[src/logic/plmd_pkg.sv]
// Purpose: shared constants for the link mode and request decoder
// Assumes: one core clock at 25 MHz, Avalon-MM register access
// Notes:   register offsets are byte addresses of 32-bit words
package plmd_pkg;
  // register byte offsets
  localparam logic [3:0] PLMD_OFS_CTRL   = 4'h0;  // control: accel / concat enables
  localparam logic [3:0] PLMD_OFS_STAT   = 4'h4;  // status: mode, last request
  localparam logic [3:0] PLMD_OFS_CLKCFG = 4'h8;  // link clock divider settings
  localparam logic [3:0] PLMD_OFS_CNT    = 4'hc;  // null packet counter
  // control bit positions
  localparam int PLMD_CTRL_EAA = 0;  // enable_arb_accel
  localparam int PLMD_CTRL_EMC = 1;  // enable_multispeed_concat
  // link clock nominal rates in kHz
  localparam int PLMD_LEGACY_KHZ = 49152;
  localparam int PLMD_NEW_KHZ    = 98304;
  localparam int PLMD_TOL_PPM    = 100;
  // reset hold time
  localparam int PLMD_RST_MS     = 2;
  localparam int PLMD_CLK_KHZ    = 25000;
  localparam int PLMD_RST_CYC    = PLMD_RST_MS * PLMD_CLK_KHZ;
  // request framing
  localparam int PLMD_SHORT_LEN  = 7;
  localparam int PLMD_LONG_LEN   = 8;
  localparam logic [2:0] PLMD_SPD_S400 = 3'h2;  // highest legacy speed code
  // request types (leading bits)
  localparam logic [1:0] PLMD_REQ_BUS = 2'h1;
  localparam logic [1:0] PLMD_REQ_REG = 2'h2;
  // state of the request shifter
  typedef enum logic [1:0] {
    PLMD_IDLE = 2'b00,
    PLMD_SHIFT = 2'b01,
    PLMD_NULL  = 2'b10
  } plmd_st_t;
  // null packet symbols on the transmit side
  localparam logic [1:0] PLMD_TX_IDLE   = 2'h0;
  localparam logic [1:0] PLMD_TX_PREFIX = 2'h1;
  localparam logic [1:0] PLMD_TX_END    = 2'h2;
endpackage : plmd_pkg

[src/logic/plmd_clkgen.sv]
// Purpose: link clock divider with per-mode phase increment
// Assumes: accumulator clocked by the core clock
// Notes:   ratio is software-set so the ppm budget is a system matter
`timescale 1ns/1ps
module plmd_clkgen #(
  parameter int ACC_W = 24
) (
  input  wire logic             core_clk,
  input  wire logic             rstn,
  input  wire logic [ACC_W-1:0] incr,
  output logic                  clk_out
);
  import plmd_pkg::*;
  typedef struct packed {
    logic [ACC_W-1:0] acc;  // phase accumulator
    logic             clk;  // registered output
  } plmd_cg_t;
  plmd_cg_t s_q, s_d;
  // phase accumulate; msb gives the clock
  always_comb begin
    s_d = s_q;
    s_d.acc = s_q.acc + incr;
    s_d.clk = s_q.acc[ACC_W-1];
  end
  always_ff @(posedge core_clk or negedge rstn) begin
    if (!rstn) begin
      s_q <= '0;
    end else begin
      s_q <= s_d;
    end
  end
  assign clk_out = s_q.clk;
endmodule : plmd_clkgen

[src/logic/plmd_top.sv]
// Purpose: link mode select, bus request decode, null packet on overspeed
// Assumes: requests arrive one bit a cycle on req_bit, framed by req_valid
// Notes:   bus answers after one wait cycle; every output leaves a flop
//
// Local design decisions: the register offsets and register access over Avalon-MM.
`timescale 1ns/1ps
module plmd_top #(
  parameter int ACC_W = 24
) (
  // clock and reset
  input  wire logic        core_clk,
  input  wire logic        rstn,
  // strap and power-management input; the alternate pmc mode is not built
  input  wire logic        link_interface_select,
  input  wire logic        link_clock_pmc_in,
  // serial requests from the link controller
  input  wire logic        req_bit,
  input  wire logic        req_valid,
  input  wire logic        req_long,
  // register bus
  input  wire logic [3:0]  avs_address,
  input  wire logic        avs_read,
  input  wire logic        avs_write,
  input  wire logic [31:0] avs_writedata,
  output logic [31:0]      avs_readdata,
  output logic             avs_waitrequest,
  // link side
  output logic             phy_link_clock_out,
  output logic             phy_status_interrupt_out,
  // decode results and transmit symbols
  output logic [1:0]       tx_symbol,
  output logic             req_done,
  output logic [2:0]       req_speed,
  output logic             arb_accel_on,
  output logic             concat_on
);
  import plmd_pkg::*;
  // whole module state; every output of the block is one of these bits,
  // so nothing combinational reaches a pin and the link controller sees
  // clean edges one cycle after the decision
  typedef struct packed {
    logic             mode_new;   // strap sampled after reset
    logic             strap_done; // strap caught once
    logic [1:0]       ctrl;       // enable bits
    logic [ACC_W-1:0] inc_leg;    // divider step, legacy
    logic [ACC_W-1:0] inc_new;    // divider step, new mode
    plmd_st_t         st;         // shifter state
    logic [7:0]       sh;         // collected request bits
    logic [3:0]       nbits;      // bits collected
    logic             lng;        // current request long
    logic [7:0]       last_req;   // last decoded request
    logic [2:0]       speed;      // decoded speed
    logic             done;       // decode strobe
    logic [1:0]       tx;         // transmit symbol
    logic [15:0]      nulls;      // overspeed count
    logic [31:0]      rdata;      // bus read data
    logic             wait_n;     // answer stage
    logic             wreq;       // registered waitrequest, high when idle
    logic             lclk;       // retimed link clock
    logic             irq;        // status interrupt, never raised
  } plmd_s_t;
  plmd_s_t s_q, s_d;  // present and next state
  logic    clk_div;   // raw divider msb, retimed before it leaves
  // speed code extraction shared by both request lengths;
  // the speed sits in the last bits of a frame, so a short frame
  // yields a two-bit code with its top bit forced low
  function automatic logic [2:0] spd_of(input logic [7:0] r, input logic lg);
    spd_of = lg ? r[2:0] : {1'b0, r[1:0]};
  endfunction : spd_of
  // divider: step picked by sampled mode
  // the core clock is far slower than the nominal link rates, so the
  // step is a software knob; holding the ppm budget is a system matter
  plmd_clkgen #(.ACC_W(ACC_W)) u_clk (
    .core_clk (core_clk),
    .rstn     (rstn),
    .incr     (s_q.mode_new ? s_q.inc_new : s_q.inc_leg),
    .clk_out  (clk_div)
  );
  // next state: one combinational pass builds the whole copy of the state,
  // starting from the present value so that untouched fields simply hold
  always_comb begin
    s_d = s_q;
    s_d.done = 1'b0;  // strobe lasts one cycle
    // strap taken first cycle after reset, not during it; a strap that
    // moves later is ignored until the next reset, which keeps the link
    // clock from jumping between rates under a running controller
    if (!s_q.strap_done) begin
      s_d.mode_new = link_interface_select;
      s_d.strap_done = 1'b1;
    end
    // request shifter; a new frame may start in the cycle after a finish that sends no null packet
    unique case (s_q.st)
      // waiting for the first bit of a frame
      PLMD_IDLE: begin
        s_d.tx = PLMD_TX_IDLE;
        if (req_valid) begin
          s_d.st = PLMD_SHIFT;
          s_d.sh = {7'h00, req_bit};
          s_d.nbits = 4'h1;
          s_d.lng = req_long;
        end
      end
      // collecting bits msb first until the frame length is reached
      PLMD_SHIFT: begin
        if (req_valid) begin
          s_d.sh = {s_q.sh[6:0], req_bit};
          s_d.nbits = s_q.nbits + 4'h1;
          // length is fixed by the flag taken with the first bit
          if (s_q.nbits + 4'h1 == (s_q.lng ? 4'(PLMD_LONG_LEN) : 4'(PLMD_SHORT_LEN))) begin
            s_d.last_req = {s_q.sh[6:0], req_bit};
            s_d.speed = spd_of({s_q.sh[6:0], req_bit}, s_q.lng);
            s_d.done = 1'b1;
            s_d.st = PLMD_IDLE;  // free for the next request at once
            // overspeed in legacy mode gives an empty packet
            if (!s_q.mode_new && spd_of({s_q.sh[6:0], req_bit}, s_q.lng) > PLMD_SPD_S400) begin
              s_d.st = PLMD_NULL;
              s_d.tx = PLMD_TX_PREFIX;
              s_d.nulls = s_q.nulls + 16'h0001;
            end
          end
        end else begin
          s_d.st = PLMD_IDLE;  // broken frame dropped
        end
      end
      // second symbol of the empty packet; nothing may come between;
      // a first bit arriving in this cycle is lost, so the controller
      // must leave one idle cycle after an overspeed request
      PLMD_NULL: begin
        s_d.tx = PLMD_TX_END;  // end follows prefix directly
        s_d.st = PLMD_IDLE;
      end
      default: s_d.st = PLMD_IDLE;  // unused code recovers to idle
    endcase
    // retimed side outputs
    s_d.lclk = clk_div;
    s_d.irq = 1'b0;  // no isolation handshake, line stays low
    // avalon slave: waitrequest idles high and drops for one cycle.
    // read data is registered in the first cycle of a request, so it
    // already stands when the master sees waitrequest low; answering
    // in the first cycle would hand over stale data
    s_d.wait_n = 1'b0;  // answer stage lasts one cycle
    s_d.wreq = 1'b1;  // idle or first cycle: keep the master waiting
    if (avs_read || avs_write) begin
      if (!s_q.wait_n) begin
        // first cycle: latch read data, release the master next edge
        s_d.wait_n = 1'b1;
        s_d.wreq = 1'b0;
        unique case (avs_address)
          PLMD_OFS_CTRL:   s_d.rdata = {30'h0, s_q.ctrl};
          PLMD_OFS_STAT:   s_d.rdata = {20'h0, s_q.speed, s_q.mode_new, s_q.last_req};
          PLMD_OFS_CLKCFG: s_d.rdata = 32'(s_q.mode_new ? s_q.inc_new : s_q.inc_leg);
          PLMD_OFS_CNT:    s_d.rdata = {16'h0, s_q.nulls};
          default:         s_d.rdata = 32'h0;  // unmapped reads zero
        endcase
      end else if (avs_write) begin
        // answer cycle: a write lands at the edge that ends the answer cycle, one edge after the master is released
        unique case (avs_address)
          PLMD_OFS_CTRL: s_d.ctrl = avs_writedata[1:0];
          PLMD_OFS_CLKCFG: begin
            // only the step of the running mode is reachable
            if (s_q.mode_new) s_d.inc_new = avs_writedata[ACC_W-1:0];
            else s_d.inc_leg = avs_writedata[ACC_W-1:0];
          end
          default: ;  // read-only and unmapped offsets ignore writes
        endcase
      end
    end
  end
  // state register; reset loads constants only, the divider steps
  // start near the nominal ratios and are trimmed by software
  always_ff @(posedge core_clk or negedge rstn) begin
    if (!rstn) begin
      s_q <= '0;
      s_q.inc_leg <= ACC_W'(24'h7dd2f1);  // about 49.152/25 scaled, tune in software
      s_q.inc_new <= ACC_W'(24'hfba5e3);
      s_q.wreq <= 1'b1;  // slave busy while reset is held
    end else begin
      s_q <= s_d;
    end
  end
  // outputs: every one is a bit of the state register, no logic behind it,
  // which costs one cycle of latency on the link clock and the bus answer
  assign phy_link_clock_out = s_q.lclk;
  assign phy_status_interrupt_out = s_q.irq;
  assign tx_symbol = s_q.tx;
  assign req_done = s_q.done;  // one-cycle strobe
  assign req_speed = s_q.speed;  // holds until the next decode
  assign arb_accel_on = s_q.ctrl[PLMD_CTRL_EAA];
  assign concat_on = s_q.ctrl[PLMD_CTRL_EMC];
  // bus answer
  assign avs_readdata = s_q.rdata;
  assign avs_waitrequest = s_q.wreq;
endmodule : plmd_top

[config.mk]
export PLATFORM = sky130hd
export DESIGN_NAME = plmd_top
export DESIGN_NICKNAME = d
export VERILOG_FILES = /design/src/logic/plmd_pkg.sv /design/src/logic/plmd_clkgen.sv /design/src/logic/plmd_top.sv
export SDC_FILE = /design/constraint.sdc
export NUM_CORES = 1
export LEC_CHECK = 0
export BUFFER_PORTS_ARGS = -buffer_cell sky130_fd_sc_hd__buf_2
export CAP_MARGIN = 5
export CORE_MARGIN = 3
export CORE_UTILIZATION = 40
export DETAILED_ROUTE_END_ITERATION = 6
export GPL_ROUTABILITY_DRIVEN = 1
export SYNTH_ARGS = -nofsm -noshare
export SYNTH_HDL_FRONTEND = slang
export SYNTH_SLANG_ARGS = --single-unit
[constraint.sdc]
create_clock -name core_clk -period 7.2 [get_ports core_clk]
set_input_delay 0.36 -clock core_clk [delete_from_list [all_inputs] [get_ports core_clk]]
set_output_delay 0.36 -clock core_clk [all_outputs]
set_load 0.1 [all_outputs]
==> impl_metrics.env <==
export IMPL_status="complete, no violations"
export IMPL_min_period_ps=3580
export IMPL_h_tree_depth=4
export IMPL_synth_edff_count=0
export IMPL_gp_congestion=0.863
export IMPL_reg2regPathDepth=10
export IMPL_grt_antenna_before_repair=0
export IMPL_synthTopCellsByArea="dfrtp_1 (39%), dfstp_2 (11%), mux2_1 (8.0%)"
export IMPL_track_usage_pct=16.5
export IMPL_post_cts_buffers=0
export IMPL_worstPathRequired_ps=7550
export IMPL_vias=5026
export IMPL_startpoint="s_q[132]$_DFFE_PN0N_"
export IMPL_cp_endpoint="u_clk.s_q[19]$_DFF_PN0_"
export IMPL_grt_max_degree=91
export IMPL_yosys_most_used_dff="dfrtp_1"
export IMPL_dr_pass1_iters=5
export IMPL_arrival_ps=3930
export IMPL_clkSlewWorstSetupHoldPaths_ps=60
export IMPL_cts_tree="built"
export IMPL_synth_top_cell_area_share_pct=38.9
export IMPL_dr_wl_met2_um=7780
export IMPL_cts_inserted_buffers=17
export IMPL_synth_largest_area_cell="dfrtp_1"
export IMPL_die_area_um2=20000
export IMPL_gr_total_overflow=0
export IMPL_stdcell_area_um2=8290
export IMPL_wirelength_met1_um=7230
export IMPL_maxCapViolations=0
export IMPL_ys_ff_latch=146
export IMPL_synthArstFlopShare_pct=100
export IMPL_path_cells="buf_4 > mux2_2 > ha_1 > fa_1 > a21o_1 > a221oi_1 > o31a_1 > o21bai_1 > a31oi_1 > xnor2_1"
export IMPL_die_w_um=141
export IMPL_yosys_cell_types_count=54
export IMPL_fin_skew_ps=9.49
export IMPL_drc=0
export IMPL_power_density_nw_per_um2=354
export IMPL_drt_iter0_drc=372
export IMPL_r2r_end="u_clk.s_q[19]$_DFF_PN0_"
export IMPL_grt_pass1_vias=5053
export IMPL_synth_avg_cell_area_um2=11.6
export IMPL_worstPathMaxFanout=26
export IMPL_port_buffers=69
export IMPL_p_leak_nw=3.95
export IMPL_dr_max_layer_used="met4"
export IMPL_mostFrequentLayoutCells="dfrtp_1 (114), buf_2 (68), nand2_1 (59)"
export IMPL_final_common_cell="dfrtp_1"
export IMPL_setup_viol=0
export IMPL_rrSetupSlack_ps=3620
export IMPL_clk_path_buf_depth=2
export IMPL_cts_root_buffer="clkbuf_16"
export IMPL_diodes=0
export IMPL_final_nets=754
export IMPL_drive_above_1_share_pct=25.6
export IMPL_hp_class="in2async"
export IMPL_worstReg2RegStart="s_q[132]$_DFFE_PN0N_"
export IMPL_syn_area_um2=7340
export IMPL_finalMaxSlewViolations=0
export IMPL_wirelength_um=16100
export IMPL_std_cell_rows=48
export IMPL_p_total_w=0.00293
export IMPL_syn_to_final_growth_pct=13.0
export IMPL_worst_ir_drop_vdd_mv=0.179
export IMPL_post_route_period_util_pct=49.7
export IMPL_postCtsHoldBufs=0
export IMPL_finalHoldViolCount=0
export IMPL_cts_resized=0
export IMPL_yosysSeqAreaShare_pct=50.3
export IMPL_placed_area_um2=7690
export IMPL_path_class="reg2reg"
export IMPL_ant_nets=0
export IMPL_cts_num_sinks=146
export IMPL_timing_hold_ws_ps=14.0
export IMPL_clock_latency_ps=430
export IMPL_core_um2=17600
export IMPL_ios=88
export IMPL_yosys_warnings=0
export IMPL_critPathCaptureType="flip-flop"
export IMPL_via_per_inst=5.49
export IMPL_wl_per_cell_um=17.6
export IMPL_start_kind="flip-flop"
export IMPL_dpl_hpwl_um=11300
export IMPL_initial_utilization_pct=41.7
export IMPL_syn_instance_count=634
export IMPL_grt_pass1_wl_um=25900
export IMPL_cp_slowest_cell="a221oi_1"
export IMPL_max_freq_mhz=279
export IMPL_slew_headroom_pct=43.4
export IMPL_worst_slew_pin_slew_ps=846
export IMPL_wl_met3_um=885
export IMPL_finalSetupTns_ps=0
export IMPL_die_h_um=141
export IMPL_max_stage_delay_ps=510
export IMPL_rsz0062_at_grt="no"
==> through the flow <==
step / utilization, % / setup WS, ps / instances
6_report: 47.1 / 3620 / 916
5_1_grt: 47.1 / 3400 / 916
4_1_cts: 47.1 / 3630 / 916
3_5_place_dp: 43.7 / 3660 / 885
3_3_place_gp: 43.7 / 3670 / 885
2_1_floorplan: - / 4190 / 642
==> sequential cells by signal (all words and copies together), names as in the netlist <==
signal	cells
s_q	89
avs_readdata	24
u_clk.s_q	23
tx_symbol	2
arb_accel_on	1
avs_waitrequest	1
concat_on	1
phy_link_clock_out	1
req_done	1
req_speed	1
u_clk.clk_out	1
u_clk.s_d	1
==> worst min-delay path by stage <==
| stage | depth (start not counted) | end | start | slack [ps] |
|---|---|---|---|---|
| global route | 1 | u_clk.clk_out$_DFF_PN0_ | rstn | 70 |
| finish | 1 | u_clk.s_q[21]$_DFF_PN0_ | rstn | 10 |
| detailed placement | 0 | phy_link_clock_out$_DFF_PN0_ | u_clk.clk_out$_DFF_PN0_ | 340 |
| CTS | 1 | phy_link_clock_out$_DFF_PN0_ | rstn | 40 |
| floorplan | 0 | arb_accel_on$_DFFE_PN0P_ | rstn | 60 |
| global placement | 0 | phy_link_clock_out$_DFF_PN0_ | u_clk.clk_out$_DFF_PN0_ | 340 |
==> layer usage <==
| metal | GRT usage, % | vias to the layer above |
|---|---|---|
| li1 | - | 2320 |
| met1 | 22.0 | 2547 |
| met2 | 26.5 | 140 |
| met3 | 5.02 | 19 |
| met4 | 4.24 | 0 |
| met5 | 0 | - |
==> power breakdown <==
group,total (W),internal [W],switching [W]
clock network,0.000901,0.000562,0.000339
logic,0.000924,0.000348,0.000576
registers,0.00111,0.00101,0.0000957
==> area by class of cell <==
type / count / area (um2)
Clock buffer: 23 / 468
Sequential cell: 146 / 3690
Timing Repair Buffer: 76 / 404
Inverter: 9 / 33.8
Fill cell: 1591 / 9310
Clock inverter: 8 / 128
Tap cell: 225 / 282
Multi-Input combinational cell: 429 / 3280
==> worst max-delay path: cells and delay by family (launching register included) <==
family / cells / cell delay (ps)
buffers and inverters: 1 / 420
DFF: 1 / 430
xor gates and xnor gates: 1 / 130
AOI/OAI and AO/OA: 5 / 1470
adders and majority gates: 2 / 640
muxes: 1 / 420
==> logic make-up (layout without fill, tap and decap cells) <==
kind of cell	Yosys count	in the layout	share of synthesized area [%]
XOR/XNOR	40	40	4.78
AND/OR/NAND/NOR	118	118	8.05
adder cells (fa/ha/maj)	30	30	5.22
multiplexers	91	91	14.0
other	2	10	0.102
buffers and inverters	67	116	5.41
AO/OA/AOI/OAI	140	140	12.1
flip-flops	146	146	50.3
==> Yosys cell counts (4+ instances only) <==
| cell type | count |
|---|---|
| a21o_1 | 12 |
| a21oi_1 | 38 |
| a22o_1 | 20 |
| a22oi_1 | 8 |
| a31oi_1 | 4 |
| and3_1 | 6 |
| buf_4 | 38 |
| clkbuf_1 | 18 |
| dfrtp_1 | 114 |
| dfstp_2 | 32 |
| ha_1 | 29 |
| inv_1 | 8 |
| mux2_1 | 52 |
| mux2_2 | 36 |
| nand2_1 | 59 |
| nand3_1 | 9 |
| nand4_1 | 11 |
| nor2_1 | 12 |
| o21ai_0 | 34 |
| o21ai_1 | 4 |
| xnor2_1 | 30 |
| xor2_1 | 10 |
No activity file was read; power rests on OpenSTA's default activity.
